### src/design/hic_cfg.svh
`ifndef HIC_CFG_SVH
`define HIC_CFG_SVH
`define HIC_NSRC 8
`define HIC_FERR_W 16
`define HIC_OFF_HOST_MODE 4'h0
`define HIC_OFF_STATUS 4'h8
`define HIC_OFF_RAW 4'h9
`define HIC_OFF_MASK 4'hA
`define HIC_OFF_TRIG 4'hB
`define HIC_MASK_RST 8'h00
`define HIC_TRIG_RST 8'h00
`define HIC_MODE_RST 2'h0
`define HIC_ZERO8 8'h00
`define HIC_MODE_RD_BIT 0
`define HIC_MODE_WR_BIT 1
`endif

### src/design/hic_pkg.sv
`default_nettype none
`include "hic_cfg.svh"
package hic_pkg;
    // Bit 0 is the least significant member (last in the list)
    typedef struct packed {
        logic watchdog_trip;
        logic compare_out_b;
        logic compare_out_a;
        logic host_char_request;
        logic tracking_warning;
        logic fatal_tracking_fault;
        logic program_line_request;
        logic group_settled;
    } hic_src_t;
    typedef struct packed {
        logic loop_closed;
        logic cmd_vel_zero;
        logic move_timer_idle;
        logic [`HIC_FERR_W-1:0] ferr_mag;
        logic [`HIC_FERR_W-1:0] settle_band_limit;
        logic [`HIC_FERR_W-1:0] fatal_error_limit;
        logic [`HIC_FERR_W-1:0] warning_error_limit;
    } hic_axis_t;
    typedef struct packed {
        logic [3:0] addr;
        logic wr;
        logic rd;
        logic [7:0] wdata;
    } hic_host_bus_t;
    typedef struct packed {
        logic [`HIC_NSRC-1:0] meta;
        logic [`HIC_NSRC-1:0] level;
        logic [`HIC_NSRC-1:0] prev;
    } hic_sync_state_t;
    typedef struct packed {
        logic stage;
        logic strobe;
        logic out;
        logic pulse;
    } hic_cmp_state_t;
    typedef struct packed {
        logic [7:0] pending;
        logic [7:0] mask;
        logic [7:0] trig;
        logic [1:0] host_mode;
        logic [7:0] rdata;
        logic [8:0] settle_cnt;
        hic_src_t src;
    } hic_main_state_t;
endpackage : hic_pkg
`default_nettype wire

### src/design/hic_src_sync.sv
`default_nettype none
`include "hic_cfg.svh"
module hic_src_sync (
    input wire logic clk_i,
    input wire logic reset_n_i,
    input wire logic [`HIC_NSRC-1:0] src_i,
    output logic [`HIC_NSRC-1:0] level_o,
    output logic [`HIC_NSRC-1:0] rise_o
);
    hic_pkg::hic_sync_state_t st;
    hic_pkg::hic_sync_state_t next_st;
    always_comb begin
        next_st = st;
        next_st.meta = src_i;
        next_st.level = st.meta;
        next_st.prev = st.level;
    end
    always_ff @(posedge clk_i or negedge reset_n_i) begin
        if (!reset_n_i) begin
            st <= '0;
        end else begin
            st <= next_st;
        end
    end
    assign level_o = st.level;
    // Low-to-high between successive stable samples
    genvar i;
    generate
        for (i = 0; i < `HIC_NSRC; i++) begin : g_edge
            assign rise_o[i] = st.level[i] & ~st.prev[i]; // RULE23
        end
    endgenerate
endmodule : hic_src_sync
`default_nettype wire

### src/design/hic_cmp_direct.sv
`default_nettype none
module hic_cmp_direct (
    input wire logic clk_i,
    input wire logic reset_n_i,
    input wire logic fw_wr_i,
    input wire logic fw_stage_i,
    input wire logic fw_strobe_i,
    input wire logic match_toggle_i,
    input wire logic auto_pulse_i,
    output logic compare_o
);
    hic_pkg::hic_cmp_state_t st;
    hic_pkg::hic_cmp_state_t next_st;
    always_comb begin
        next_st = st;
        next_st.pulse = auto_pulse_i;
        if (fw_wr_i) begin
            next_st.stage = fw_stage_i;
        end
        // Strobe lives one cycle only, so firmware never has to clear it
        next_st.strobe = fw_wr_i & fw_strobe_i; // RULE17
        if (st.strobe) begin
            next_st.out = st.stage; // RULE17
        end else begin
            next_st.out = st.out ^ match_toggle_i;
        end
    end
    always_ff @(posedge clk_i or negedge reset_n_i) begin
        if (!reset_n_i) begin
            st <= '0;
        end else begin
            st <= next_st;
        end
    end
    assign compare_o = st.out | st.pulse;
endmodule : hic_cmp_direct
`default_nettype wire

### src/design/hic_ctrl.sv
// Summary of operation
// RULE1: Status read returns eight bits, one per source, 1 means pending.
// RULE2: A source can only become pending while its mask bit allows it.
// RULE3: Any write to status clears all edge-triggered pending bits.
// RULE4: Raw level read returns present level of all eight sources.
// RULE5: Mask bit 1 enables a source, 0 blocks it.
// RULE6: Mask register reads back without disturbing it.
// RULE7: Trigger bit 1 selects level, 0 selects edge triggering.
// RULE8: All sources are edge triggered after reset.
// RULE9: Edge source re-raises only after going low then high again.
// RULE10: Level source still high after a clear re-asserts at once.
// RULE11: Settled needs all axes quiet for count plus one scans.
// RULE12: Line request asserts when open buffer can take another line.
// RULE13: Fatal fault asserts when any axis passes its fatal limit.
// RULE14: Warning asserts when any axis passes its warning limit.
// RULE15: Host char request asserts when ready to pass a character.
// RULE16: Base write selects off, read-ready, write-ready or both.
// RULE17: Compare outputs take staged value on a self-clearing strobe.
// RULE18: With both ASCII options set, pulse compare A per response line.
// RULE19: Firmware leaves compare A alone while ASCII interrupts run.
// RULE20: Watchdog source asserts when the watchdog trips.
// RULE21: Status bit order fixed from settled at 0 to watchdog at 7.
// RULE22: Interrupt request asserts whenever any pending bit is set.
// RULE23: Sources are synchronised and edges found from successive samples.
`default_nettype none
`include "hic_cfg.svh"
module hic_ctrl #(
    parameter int NUM_AXES = 8
) (
    input wire logic clk_i,
    input wire logic reset_n_i,
    input wire hic_pkg::hic_host_bus_t host_i,
    output logic [7:0] host_rdata_o,
    output logic host_irq_o,
    input wire hic_pkg::hic_axis_t axes_i [NUM_AXES],
    input wire logic scan_tick_i,
    input wire logic [7:0] settle_scan_count_i,
    input wire logic buffer_open_i,
    input wire logic buffer_is_rotary_i,
    input wire logic [15:0] buffer_free_i,
    input wire logic [15:0] fixed_buffer_threshold_i,
    input wire logic [15:0] rotary_ready_threshold_i,
    input wire logic [15:0] rotary_full_threshold_i,
    input wire logic host_read_ready_i,
    input wire logic host_write_ready_i,
    input wire logic fw_cmp_a_wr_i,
    input wire logic compare_a_stage_value_i,
    input wire logic compare_a_write_strobe_i,
    input wire logic fw_cmp_b_wr_i,
    input wire logic compare_b_stage_value_i,
    input wire logic compare_b_write_strobe_i,
    input wire logic match_toggle_a_i,
    input wire logic match_toggle_b_i,
    input wire logic ascii_shared_mem_enable_i,
    input wire logic ascii_shared_mem_irq_enable_i,
    input wire logic response_loaded_i,
    input wire logic watchdog_trip_i
);

    // ----------------------------------------
    // State
    // ----------------------------------------
    hic_pkg::hic_main_state_t st;
    hic_pkg::hic_main_state_t next_st;
    hic_pkg::hic_src_t src_now;
    logic [7:0] lvl;
    logic [7:0] rise;
    logic cmp_a;
    logic cmp_b;
    logic auto_ascii;
    logic [NUM_AXES-1:0] axis_quiet;
    logic [NUM_AXES-1:0] axis_fatal;
    logic [NUM_AXES-1:0] axis_warn;
    logic all_quiet;
    logic wr_status;
    logic wr_mask;
    logic wr_trig;
    logic wr_mode;
    logic rotary_ok;
    logic fixed_ok;

    // ----------------------------------------
    // Per-axis conditions
    // ----------------------------------------
    genvar a;
    generate
        for (a = 0; a < NUM_AXES; a++) begin : g_axis
            assign axis_quiet[a] = axes_i[a].loop_closed & axes_i[a].cmd_vel_zero
                & axes_i[a].move_timer_idle
                & (axes_i[a].ferr_mag < axes_i[a].settle_band_limit); // RULE11
            assign axis_fatal[a] =
                axes_i[a].ferr_mag > axes_i[a].fatal_error_limit; // RULE13
            assign axis_warn[a] =
                axes_i[a].ferr_mag > axes_i[a].warning_error_limit; // RULE14
        end
    endgenerate
    assign all_quiet = &axis_quiet;

    // ----------------------------------------
    // Buffer readiness
    // ----------------------------------------
    // Rotary buffer needs room above the full mark as well as the ready mark
    assign rotary_ok = (buffer_free_i >= rotary_ready_threshold_i)
        & (buffer_free_i > rotary_full_threshold_i);
    assign fixed_ok = buffer_free_i >= fixed_buffer_threshold_i;

    // ----------------------------------------
    // Compare outputs
    // ----------------------------------------
    assign auto_ascii = ascii_shared_mem_enable_i & ascii_shared_mem_irq_enable_i;

    hic_cmp_direct u_cmp_a (
        .clk_i(clk_i),
        .reset_n_i(reset_n_i),
        // Direct writes are locked out so they cannot fake a response
        .fw_wr_i(fw_cmp_a_wr_i & ~auto_ascii), // RULE19
        .fw_stage_i(compare_a_stage_value_i),
        .fw_strobe_i(compare_a_write_strobe_i),
        .match_toggle_i(match_toggle_a_i & ~auto_ascii),
        .auto_pulse_i(auto_ascii & response_loaded_i), // RULE18
        .compare_o(cmp_a)
    );

    hic_cmp_direct u_cmp_b (
        .clk_i(clk_i),
        .reset_n_i(reset_n_i),
        .fw_wr_i(fw_cmp_b_wr_i),
        .fw_stage_i(compare_b_stage_value_i),
        .fw_strobe_i(compare_b_write_strobe_i),
        .match_toggle_i(match_toggle_b_i),
        .auto_pulse_i(1'b0),
        .compare_o(cmp_b)
    );

    // ----------------------------------------
    // Source vector and synchroniser
    // ----------------------------------------
    always_comb begin
        src_now = st.src; // RULE21
        src_now.compare_out_a = cmp_a;
        src_now.compare_out_b = cmp_b;
        src_now.watchdog_trip = watchdog_trip_i; // RULE20
    end

    hic_src_sync u_sync (
        .clk_i(clk_i),
        .reset_n_i(reset_n_i),
        .src_i(src_now),
        .level_o(lvl),
        .rise_o(rise)
    );

    // ----------------------------------------
    // Host bus decode
    // ----------------------------------------
    assign wr_status = host_i.wr & (host_i.addr == `HIC_OFF_STATUS);
    assign wr_mask = host_i.wr & (host_i.addr == `HIC_OFF_MASK);
    assign wr_trig = host_i.wr & (host_i.addr == `HIC_OFF_TRIG);
    assign wr_mode = host_i.wr & (host_i.addr == `HIC_OFF_HOST_MODE);

    // ----------------------------------------
    // Next state
    // ----------------------------------------
    always_comb begin
        next_st = st;
        if (wr_mask) begin
            next_st.mask = host_i.wdata; // RULE5
        end
        if (wr_trig) begin
            next_st.trig = host_i.wdata; // RULE7
        end
        if (wr_mode) begin
            next_st.host_mode = host_i.wdata[1:0]; // RULE16
        end
        // Edge bits: clear on status write, but a fresh edge wins the same cycle
        next_st.pending = st.pending & ~st.trig;
        if (wr_status) begin
            next_st.pending = `HIC_ZERO8; // RULE3
        end
        next_st.pending = next_st.pending | (rise & ~next_st.trig); // RULE9
        // Level bits follow the input, so a clear cannot hold them off
        next_st.pending = next_st.pending | (lvl & next_st.trig); // RULE10
        next_st.pending = next_st.pending & next_st.mask; // RULE2
        // Scan counter saturates; any disturbance restarts it
        if (!all_quiet) begin
            next_st.settle_cnt = '0;
        end else if (scan_tick_i && (st.settle_cnt != '1)) begin
            next_st.settle_cnt = st.settle_cnt + 9'h001;
        end
        next_st.src.group_settled = all_quiet
            & (next_st.settle_cnt > {1'b0, settle_scan_count_i}); // RULE11
        next_st.src.program_line_request = buffer_open_i
            & (buffer_is_rotary_i ? rotary_ok : fixed_ok); // RULE12
        next_st.src.fatal_tracking_fault = |axis_fatal; // RULE13
        next_st.src.tracking_warning = |axis_warn; // RULE14
        next_st.src.host_char_request =
            (st.host_mode[`HIC_MODE_RD_BIT] & host_read_ready_i)
            | (st.host_mode[`HIC_MODE_WR_BIT] & host_write_ready_i); // RULE15
        next_st.src.compare_out_a = 1'b0;
        next_st.src.compare_out_b = 1'b0;
        next_st.src.watchdog_trip = 1'b0;
        if (host_i.rd) begin
            unique case (host_i.addr)
                `HIC_OFF_STATUS: next_st.rdata = st.pending; // RULE1
                `HIC_OFF_RAW: next_st.rdata = lvl; // RULE4
                `HIC_OFF_MASK: next_st.rdata = st.mask; // RULE6
                `HIC_OFF_TRIG: next_st.rdata = st.trig;
                default: next_st.rdata = `HIC_ZERO8;
            endcase
        end
    end

    always_ff @(posedge clk_i or negedge reset_n_i) begin
        if (!reset_n_i) begin
            st <= '0;
            st.mask <= `HIC_MASK_RST;
            st.trig <= `HIC_TRIG_RST; // RULE8
            st.host_mode <= `HIC_MODE_RST;
        end else begin
            st <= next_st;
        end
    end

    // ----------------------------------------
    // Outputs
    // ----------------------------------------
    assign host_rdata_o = st.rdata;
    assign host_irq_o = |st.pending; // RULE22
endmodule : hic_ctrl
`default_nettype wire

### config.mk
export PLATFORM = sky130hd
export DESIGN_NAME = hic_ctrl
export DESIGN_NICKNAME = d
export VERILOG_FILES = /design/src/design/hic_pkg.sv /design/src/design/hic_src_sync.sv /design/src/design/hic_cmp_direct.sv /design/src/design/hic_ctrl.sv
export VERILOG_INCLUDE_DIRS = /design/src /design/src/design
export SDC_FILE = /design/constraint.sdc
export NUM_CORES = 1
export LEC_CHECK = 0
export ABC_AREA = 1
export CORE_AREA = 2 2 255 257
export DETAILED_ROUTE_END_ITERATION = 10
export DIE_AREA = 0 0 257 259
export DONT_BUFFER_PORTS = 1
export SLEW_MARGIN = 5
export SYNTH_ARGS = -nofsm -noshare
export SYNTH_HDL_FRONTEND = slang
export SYNTH_SLANG_ARGS = --single-unit
### constraint.sdc
create_clock -name clk_i -period 3.3 [get_ports clk_i]
set_input_delay 0.33 -clock clk_i [delete_from_list [all_inputs] [get_ports clk_i]]
set_output_delay 0.33 -clock clk_i [all_outputs]
set_load 0.01 [all_outputs]
After elaboration in Yosys (flattened, before gate mapping)
Index checks and enable logic that the tools add are counted.

word-level totals
  register bits after elaboration = 79
  bits in latches = 0
  bits in writable memories = 0
  bits in read-only memories = 0
  output and inout port bits = 9
  word-level logic and storage cells = 138
  memories = 0

cells by class
  add/subtract/negate cells = 1
  multiply operators = 0
  divide/modulo/power cells = 0
  order comparisons = 28
  equality and inequality tests = 5
  shift-type cells = 0
  multiplexer cells = 9
  bitwise logic cells = 68
  reductions and logical operators = 6

operator list
  operator               count
  $gt A16 B16 Y1         17
  $lt A16 B16 Y1         8
  $and A1 B1 Y1          47
  $and A8 B8 Y8          4
  $ge A16 B16 Y1         2
  $pmux W8 S4            1
  $mux W8                3
  $reduce_or A8 Y1       3
  $mux W9                2
  $eq A4 B4 Y1 const B   4
  $not A8 Y8             2
  $or A8 B8 Y8           2
  $add A9 B1 Y9 const B  1
  $gt A9 B8 Y1           1
  $ne A9 B9 Y1 const B   1
  $not A1 Y1             9
  $reduce_and A8 Y1      1
  $logic_not A4 Y1       1
  $mux W1                3
  $or A1 B1 Y1           2
  $xor A1 B1 Y1          2
  $logic_and A1 B1 Y1    1

Depth between registers and ports, before layout
Gate-level depths: netlist of run 1.

  depth in word-level cells = 8
  mapped depth = 22

By module
From an unflattened synthesis of run 1, not the netlist that was laid out.

unflattened totals
  cell total of the unflattened synthesis = 2225
  area, all modules = 14850.5 um2

modules (own cells, without submodules)
  module          times used  cells an instance  area an instance (um2)
  hic_ctrl        1           2141               13794.5
  hic_src_sync    1           48                 740.7
  hic_cmp_direct  2           18                 157.7

Worst setup path before layout of run 1
Ideal clock, no wire load.

  path type = register to register
  start = reg st[8] in the netlist's numbering
  end = reg st (netlist bit src_now[0])
  library setup time = 130 ps
  arrival time = 2621 ps
  required time = 3170 ps
  slack = 549 ps
  cell stages (with the launch flop) = 18
  clock period less this slack = 2751 ps
  cell sequence = dfrtp_1 > ha_1 > nand4_1 > nor3_1 > ha_1 > nor2_1 > nand4_1 > xor2_1 > nor2_1 > ha_1 > a21oi_1 > o21ai_0 > o21ai_0 > nand2_1 > nand2_1 > nand2_1 > a21boi_0 > nor2_1

RTL lines
  what                    line             text
  from (decl)             hic_ctrl.sv:63   hic_pkg::hic_main_state_t st;
  from (signal assigned)  hic_ctrl.sv:220  st <= next_st;

==> summary.md, run 1 <==
| Metric | Value |
|---|---|
| Startpoint of the most critical setup path | `axes_i[313]` |
| Setup clock skew after layout | `0.005776 ns` |
| Ratio of cells with drive above 1 in the final layout | `3.412%` |
| Number of max-cap violations | `0` |
| Leakage power summed over all cells | `9.667 nW` |
| H-tree depth reported by CTS | `3` |
| Via/cell ratio | `4.387` |
| TritonCTS clock tree | `done` |
| Number of instances in the placed design | `3035` |
| Count of unique library cells instantiated by Yosys | `35` |
| Input/output buffers | `0` |
| Vias in the first global route | `13460` |
| Crit path capture type | `flop` |
| Fin crit share | `88.32%` |
| Synthesis-to-layout area growth | `10.06%` |
| Maximum vdd drop | `243.5 uV` |
| Root Buffer Master | `clkbuf_16` |
| Critical R2R Launch | `st[8]` |
| Most area-consuming cells after synthesis | `ha_1, inv_1, dfrtp_1` |
| Top-area cell type share of the netlist area | `37.14%` |
| Flip-flop and latch count after synthesis | `79` |
| GPL Wtd Cong | `0.9850` |
| Chip Width | `257 um` |
| RSZ-0062 raised after global routing | `false` |
| Setup-failing EPs final | `0` |
| Later-pin clock latency in the skew report | `0.33 ns` |
| Crit path setup slack, layout | `0.3853 ns` |
| # rows | `93` |
| Routed wire length | `54300 um` |
| Total I/O pin count | `650` |
| Number of buffers between clock root and the deepest sink | `2` |
| Sequential fraction of the synthesis area | `13.52%` |
| Syn Area/Cell | `6.719 um^2` |
| Clock period minus worst slack | `2.915 ns` |
| Area of the die | `66560 um^2` |
| Fin. Hold Viols | `0` |
| Peak Freq | `343.1 MHz` |
| Height of the chip | `259 um` |
| Crit path required time | `3.52 ns` |
| Top_reg_cell synth | `dfrtp_1` |
| Origin of the worst min-delay path | `watchdog_trip_i` |
| Reported net switching power | `1.400 mW` |
| Number of nets with antenna violations after detailed routing | `0` |
| Worst reg-to-reg setup slack | `0.45 ns` |
| Wire length of the first global-routing pass | `78610 um` |
| Tightest Hold Check Type | `in2reg` |
| Pins Over Slew Limit | `0` |
| Worst Tran Pin Value | `0.6505 ns` |
| Core area | `63880 um^2` |
| Final net count | `3268` |
| Starting DRC count in detailed routing | `539` |
| Clock tree sinks | `79` |
| Synthesized netlist net count | `3251` |
| DRC viols | `0` |
| Leading cell types by count after synthesis | `inv_1, nand2_1, ha_1` |
| Clock network power share | `26.2%` |
| Combinational Power Share | `41.9%` |
| Hold endpoint | `u_sync.next_st[15]` |
| Outcome | `finished, final reports clean` |
| First-pass iteration count of the detailed router | `5` |
| Portion of total power attributed to sequential cells | `32.0%` |
| Fraction of registers with async set/reset | `100.0%` |
| Final standard cell utilization of the core | `25.19%` |
| Launching element type of the critical path | `input pin` |
| Pwr per Cell Area | `231.0 nW/um^2` |
| Maximum number of pins on one net before global-route repair | `80` |
| Critical path arrival | `3.13 ns` |
| Crit-path max FO | `7` |
| Finished layout cell area | `16090 um^2` |
| Slew margin rel. | `56.39%` |
| All-Layer GR Usage | `15.71%` |
| Post-synthesis cell type with the largest combined area | `ha_1` |
| Proportion of total power due to net switching | `37.67%` |
| Initial core utilization | `22.89%` |
| Capture point of the worst reg-to-reg path | `src_now[0]` |
| Internal cell power | `2.317 mW` |
| Path type of the worst setup path | `in2reg` |
| Count of cells along the worst hold path | `0` |
| Dpl hpwl | `50770 um` |
| Post-route insts no fill | `3061` |
| Clock buffer count from CTS | `9` |
| Number of standard cells after synthesis | `2176` |
| CTS clock-pin slew for the worst setup and hold paths | `0.06 ns` |
| Worst slack on hold paths | `0.02528 ns` |
| FF-to-FF path depth | `19` |
| Number of flops mapped to enable cells by yosys | `0` |
| Most common cell in the netlist | `inv_1` |
| Instance area after placement | `15730 um^2` |
| Antenna violations before repair | `11` |
| Dpl ws | `-0.3050 ns` |
| Summed instance area of the synthesized netlist | `14620 um^2` |
| Routed vias | `13430` |
| Wirelength per Cell | `17.74 um` |
| Number of warnings reported in the yosys synthesis log | `0` |
| Remaining Overflow, GRT | `0` |
-- cell usage in the layout (no fill, tap or decap), drive strengths merged, types with 2 or more instances in the layout --
master	count
inv	567
nand2	502
ha	434
a21oi	198
nor2	122
o21ai	81
dfrtp	79
nand3	56
nor3	35
nand4	32
buf	16
o21a	15
nor4	10
mux2	10
clkbuf	10
diode	8
xor2	7
nand3b	4
clkinv	4
a21o	3
mux2i	2
xnor2	2
a211oi	2
-- layer usage --
metal	GRT usage (%)	routed length, um	vias to the layer above
met3	4.101	3845	65
met5	0	23	-
met1	18.91	23180	5918
met2	27.28	25530	471
li1	-	-	6970
met4	4.861	1719	4
-- state kept, by name, summed over array words and instances (netlist names) --
| name | flops |
|---|---|
| u_cmp_b.st | 3 |
| src_now | 5 |
| u_sync.next_st | 8 |
| st | 35 |
| u_cmp_a.st | 4 |
| u_sync.st | 8 |
| u_sync.level_o | 8 |
| host_rdata_o | 8 |
-- critical path: stages --
cell and delay (ns):
inv_1 0.05, ha_1 0.33, nand2_1 0.07, nand2_1 0.04
nand2_1 0.10, nand2_1 0.16, nor2_1 0.18, nand2_1 0.08
nor2_2 0.13, nand3_1 0.13, nor2_4 0.13, nand3_1 0.11
buf_4 0.18, nor2_1 0.12, ha_1 0.25, a21oi_1 0.14
o21ai_0 0.08, o21ai_1 0.12, nand2_1 0.06, nand2_1 0.05
nand2_1 0.04, a21boi_0 0.15, nor2_1 0.07
-- worst max path at each step --
stage                            end  cells after the start
after floorplan           src_now[0]                     17
after CTS                 src_now[0]                     23
final                     src_now[0]                     23
after global routing      src_now[0]                     23
after global placement    src_now[0]                     23
after detailed placement  src_now[0]                     23
-- power by group through the flow --
stage                     logic [mW]  clock network, mW  registers, mW
after CTS                       1.58               1.01           1.19
final                           1.56              0.973           1.19
after detailed placement        1.54                  0           1.21
after global placement          1.52                  0           1.21
after floorplan                 1.16                  0           1.17
after global routing            1.85               1.04           1.21
-- area by class of cell --
| type | instances | area (um^2) |
|---|---|---|
| Timing Repair Buffer | 17 | 162.7 |
| Clock buffer | 10 | 229.0 |
| Multi-Input combinational cell | 1519 | 10440 |
| Sequential cell | 79 | 1977 |
| Inverter | 567 | 2128 |
| Tap cell | 855 | 1070 |
| Clock inverter | 6 | 61.31 |
| Antenna cell | 8 | 20.02 |
| Fill cell | 7162 | 47790 |
-- kinds of logic after synthesis --
kind of cell	after synthesis	share of synthesized area [%]
and+or+nand+nor	762	21.40
DFF	79	13.52
adders and majority gates	434	37.14
muxes	12	0.9072
buffers and inverters	578	15.15
AOI/OAI and AO/OA	302	11.35
xor gates and xnor gates	9	0.5392
-- repair_timing --
item,in CTS,in global routing
hold buffers,2,0
resized for setup,0,9
setup buffers,0,0
hold endpoints to repair,79,0
setup endpoints to repair,0,1
-- through the flow --
step	total power [mW]	setup TNS (ns)
2_1_floorplan	2.337	0
3_3_place_gp	2.731	-0.3805
3_5_place_dp	2.751	-0.3050
4_1_cts	3.781	0
5_1_grt	4.097	0
6_report	3.718	0
No activity file was read; power rests on OpenSTA's default activity.
==> run 2: changes to the inputs <==
Settings changed: ABC_AREA 1 to not set, CORE_AREA 2 2 255 257 to 2 2 250 252, DIE_AREA 0 0 257 259 to 0 0 252 254, SETUP_SLACK_MARGIN set to 0.15.
==> run 2 against run 1 <==
Compared with the run above: the flow now finishes with violations (setup timing); combinational power about the same; design area decreased by 0.80%; critical path depth is 5 lower; critical path type unchanged; largest cell class unchanged; highest routed layer unchanged.
==> summary.md, run 2 <==
| Metric | Value |
|---|---|
| Via/cell ratio | `4.777 (was 4.387)` |
| Number of buffers inserted to repair setup after CTS | `0 (unchanged)` |
| Number of flops mapped to enable cells by yosys | `0 (unchanged)` |
| Routed vias | `12650 (was 13430)` |
| Synthesis-to-layout area growth | `13.58% (was 10.06%)` |
| Vias in the first global route | `12700 (was 13460)` |
| Starting DRC count in detailed routing | `448 (was 539)` |
| Setup-failing EPs final | `1 (was 0)` |
| Root Buffer Master | `clkbuf_16 (unchanged)` |
| Remaining Overflow, GRT | `0 (unchanged)` |
| Slew margin rel. | `47.19% (was 56.39%)` |
| TritonCTS clock tree | `done (unchanged)` |
| Crit path required time | `3.53 ns (was 3.52 ns)` |
| Instance area after placement | `15520 um^2 (was 15730 um^2)` |
| Final standard cell utilization of the core | `26.06% (was 25.19%)` |
| XOR/XNOR Fraction of Synth Area | `0.5608% (was 0.5392%)` |
| Synthesized netlist net count | `2859 (was 3251)` |
| H-tree depth reported by CTS | `3 (unchanged)` |
| Top-area cell type share of the netlist area | `38.64% (was 37.14%)` |
| PnR Total Power | `3.777 mW (was 3.718 mW)` |
| Hold endpoint | `u_sync.next_st[15] (unchanged)` |
| Outcome | `finished with violations (was finished, final reports clean)` |
| Leakage power summed over all cells | `8.730 nW (was 9.667 nW)` |
| Highest cell delay on the worst timing path | `0.60 ns (was 0.33 ns)` |
| Total I/O pin count | `650 (unchanged)` |
| Area of the die | `64010 um^2 (was 66560 um^2)` |
| Top_reg_cell synth | `dfrtp_1 (unchanged)` |
| Register ranked first by flip-flop count | `st (unchanged)` |
| Launching element type of the critical path | `input pin (unchanged)` |
| Count of unique library cells instantiated by Yosys | `65 (was 35)` |
| First-pass iteration count of the detailed router | `5 (unchanged)` |
| Count of cells along the worst hold path | `0 (unchanged)` |
| Worst slack on hold paths | `0.02467 ns (was 0.02528 ns)` |
| Peak Freq | `280.0 MHz (was 343.1 MHz)` |
| Core area | `61260 um^2 (was 63880 um^2)` |
| Sequential fraction of the synthesis area | `14.07% (was 13.52%)` |
| Fraction of registers with async set/reset | `100.0% (unchanged)` |
| Number of instances in the placed design | `2617 (was 3035)` |
| Wirelength per Cell | `21.33 um (was 17.74 um)` |
| Fin crit share | `108.2% (was 88.32%)` |
| Routed wire length | `56490 um (was 54300 um)` |
| Flip-flop and latch count after synthesis | `79 (unchanged)` |
| Top delay family on crit path | `simple AND/OR/NAND/NOR gates (unchanged)` |
| Number of standard cells after synthesis | `1784 (was 2176)` |
| Buffer and inverter count on the worst path | `3 (was 2)` |
| Initial core utilization | `22.94% (was 22.89%)` |
| Height of the chip | `254 um (was 259 um)` |
| Most common cell after layout, fill and taps aside | `inv_1 (unchanged)` |
| Chip Width | `252 um (was 257 um)` |
| Number of max-cap violations | `0 (unchanged)` |
| CTS clock-pin slew for the worst setup and hold paths | `0.07 ns (was 0.06 ns)` |
| Maximum number of pins on one net before global-route repair | `80 (unchanged)` |
| Antenna violations before repair | `22 (was 11)` |
| Ratio of cells with drive above 1 in the final layout | `5.257% (was 3.412%)` |
| Syn Area/Cell | `7.878 um^2 (was 6.719 um^2)` |
| Final net count | `2915 (was 3268)` |
| Violated checks | `setup timing` |
| Main combinational cell family by area after synthesis | `adder cells (unchanged)` |
| # rows | `91 (was 93)` |
| Number of nets with antenna violations after detailed routing | `0 (unchanged)` |
| Setup TNS Final | `-0.2717 ns (was 0 ns)` |
| All-Layer GR Usage | `16.78% (was 15.71%)` |
| Clock buffer count from CTS | `9 (unchanged)` |
| Post-synthesis cell type with the largest combined area | `ha_1 (unchanged)` |
| Seq. cell area | `1977 um^2 (unchanged)` |
| Number of flip-flops in the largest register | `35 (unchanged)` |
| Worst reg-to-reg setup slack | `0.20 ns (was 0.45 ns)` |
| Capture point of the worst reg-to-reg path | `src_now[0] (unchanged)` |
| Critical R2R Launch | `st[10] (was st[8])` |
| Filler Cell Count | `6737 (was 7162)` |
| Finished layout cell area | `15960 um^2 (was 16090 um^2)` |
| FF-to-FF path depth | `16 (was 19)` |
| Library cell contributing the largest single delay on the critical path | `or4_4 (was ha_1)` |
| RSZ-0062 raised after global routing | `true (was false)` |
| Worst Tran Pin Value | `0.7893 ns (was 0.6505 ns)` |
| Fin. Hold Viols | `0 (unchanged)` |
| Number of warnings reported in the yosys synthesis log | `0 (unchanged)` |
| Most common cell in the netlist | `inv_1 (unchanged)` |
| Ordered cell list for the critical path | `inv_1 > ha_1 > nand4b_1 > or4_4 > nor4_4 > nand4_1 > buf_4 > a211oi_2 > or4b_4 > buf_12 > nor4_4 > ha_1 > and3_4 > o21ai_1 > a21oi_1 > a211oi_1 > a21o_1 > a2111oi_2 (was inv_1 > ha_1 > nand2_1 > nand2_1 > nand2_1 > nand2_1 > nor2_1 > nand2_1 > nor2_2 > nand3_1 > nor2_4 > nand3_1 > buf_4 > nor2_1 > ha_1 > a21oi_1 > o21ai_0 > o21ai_1 > nand2_1 > nand2_1 > nand2_1 > a21boi_0 > nor2_1)` |
| Number of buffers between clock root and the deepest sink | `2 (unchanged)` |
| GPL Wtd Cong | `0.9737 (was 0.9850)` |
| DRC viols | `0 (unchanged)` |
| Post-route insts no fill | `2648 (was 3061)` |
| Wire length of the first global-routing pass | `78830 um (was 78610 um)` |
| Later-pin clock latency in the skew report | `0.33 ns (about the same)` |
| Synthesized-area fraction occupied by ao, oa, aoi and oai cells | `17.09% (was 11.35%)` |
| Critical path arrival | `3.80 ns (was 3.13 ns)` |
| Proportion of synthesized area in mux cells | `2.315% (was 0.9071%)` |
| Input/output buffers | `0 (unchanged)` |
| Setup clock skew after layout | `0.005457 ns (was 0.005776 ns)` |
| Origin of the worst min-delay path | `watchdog_trip_i (unchanged)` |
| Most area-consuming cells after synthesis | `ha_1, dfrtp_1, inv_1 (was ha_1, inv_1, dfrtp_1)` |
| Clock period minus worst slack | `3.572 ns (was 2.915 ns)` |
| Path type of the worst setup path | `in2reg (unchanged)` |
| Leading cell types by count after synthesis | `inv_1, ha_1, a21oi_1 (was inv_1, nand2_1, ha_1)` |
| Dpl hpwl | `52210 um (was 50770 um)` |
| Tightest Hold Check Type | `in2reg (unchanged)` |
| Clock tree sinks | `79 (unchanged)` |
| Commonest cells after routing, fill and taps aside | `inv_1, ha_1, a21oi_1 (was inv_1, nand2_1, ha_1)` |
| Summed instance area of the synthesized netlist | `14050 um^2 (was 14620 um^2)` |
| Crit-path max FO | `9 (was 7)` |
| Post-synthesis adder-cell area fraction | `38.64% (was 37.14%)` |
| Crit path setup slack, layout | `-0.2717 ns (was 0.3853 ns)` |
| Simple-gate share of the synthesized area | `14.51% (was 21.39%)` |
| Pwr per Cell Area | `236.6 nW/um^2 (was 231.0 nW/um^2)` |
| Pins Over Slew Limit | `0 (unchanged)` |
| Maximum vdd drop | `323.5 uV (was 243.5 uV)` |
| Dpl ws | `-0.7640 ns (was -0.3050 ns)` |
| Multi-input gate area in the final layout | `10420 um^2 (was 10440 um^2)` |
| Crit path capture type | `flop (unchanged)` |
==> run 2: cell types whose count changed in the layout (fill, tap and decap cells not counted), sizes merged, moves of 21 or more <==
| cell | before | now |
|---|---|---|
| a211oi | 2 | 31 |
| a21o | 3 | 28 |
| a21oi | 198 | 114 |
| buf | 16 | 59 |
| inv | 567 | 460 |
| nand2 | 502 | 86 |
| nand3 | 56 | 29 |
| nand4 | 32 | 73 |
| nor2 | 122 | 65 |
| nor3 | 35 | 14 |
==> run 2: per-layer routing <==
layer | up-vias | wire length, um | GRT usage, %
li1 | 6390 | - | -
met1 | 5670 | 23650 | 19.83
met2 | 478 | 26130 | 28.22
met3 | 96 | 4453 | 5.162
met4 | 16 | 2152 | 6.796
met5 | - | 97 | 0
==> run 2: repair_timing <==
action                                  4_1_cts  5_1_grt
gates cloned                                  0        0
endpoints found under the setup margin        1        1
hold endpoints to repair                     79        0
resized for setup                            10        1
pin swaps                                     7        0
hold buffers                                  2        0
==> run 2: cell type report <==
cell class,count,area share [%]
diodes,13,0.2038
clock buffers,9,1.411
clock inverters,7,0.5408
inverters,455,10.70
multi-input cells,1235,65.29
flip-flops and latches,79,12.38
well taps,790,6.192
repair buffers,60,3.276
==> run 2: kinds of logic (layout without fill, tap and decap cells) <==
group | count (synthesis) | after routing
muxes | 30 | 30
AOI/OAI and AO/OA | 379 | 379
buffers and inverters | 470 | 531
xor gates and xnor gates | 9 | 9
adders and majority gates | 434 | 434
and+or+nand+nor | 383 | 383
DFF | 79 | 79
other | 0 | 13
==> run 2: how the worst max path moves through the flow <==
stage          slack [ns]  cells past startpoint    endpoint         from
6_report            -0.27                     18  src_now[0]  axes_i[449]
5_1_grt             -0.57                     19  src_now[0]  axes_i[248]
3_3_place_gp        -0.74                     18  src_now[0]  axes_i[382]
2_1_floorplan       -0.19                     14  src_now[0]  axes_i[369]
4_1_cts             -0.25                     18  src_now[0]  axes_i[449]
3_5_place_dp        -0.76                     18  src_now[0]  axes_i[382]
==> run 2: power breakdown <==
part,leakage (nW),internal [mW],switching (mW)
registers,0.987,1.10,0.0788
logic,7.59,0.717,0.854
clock network,0.151,0.604,0.426
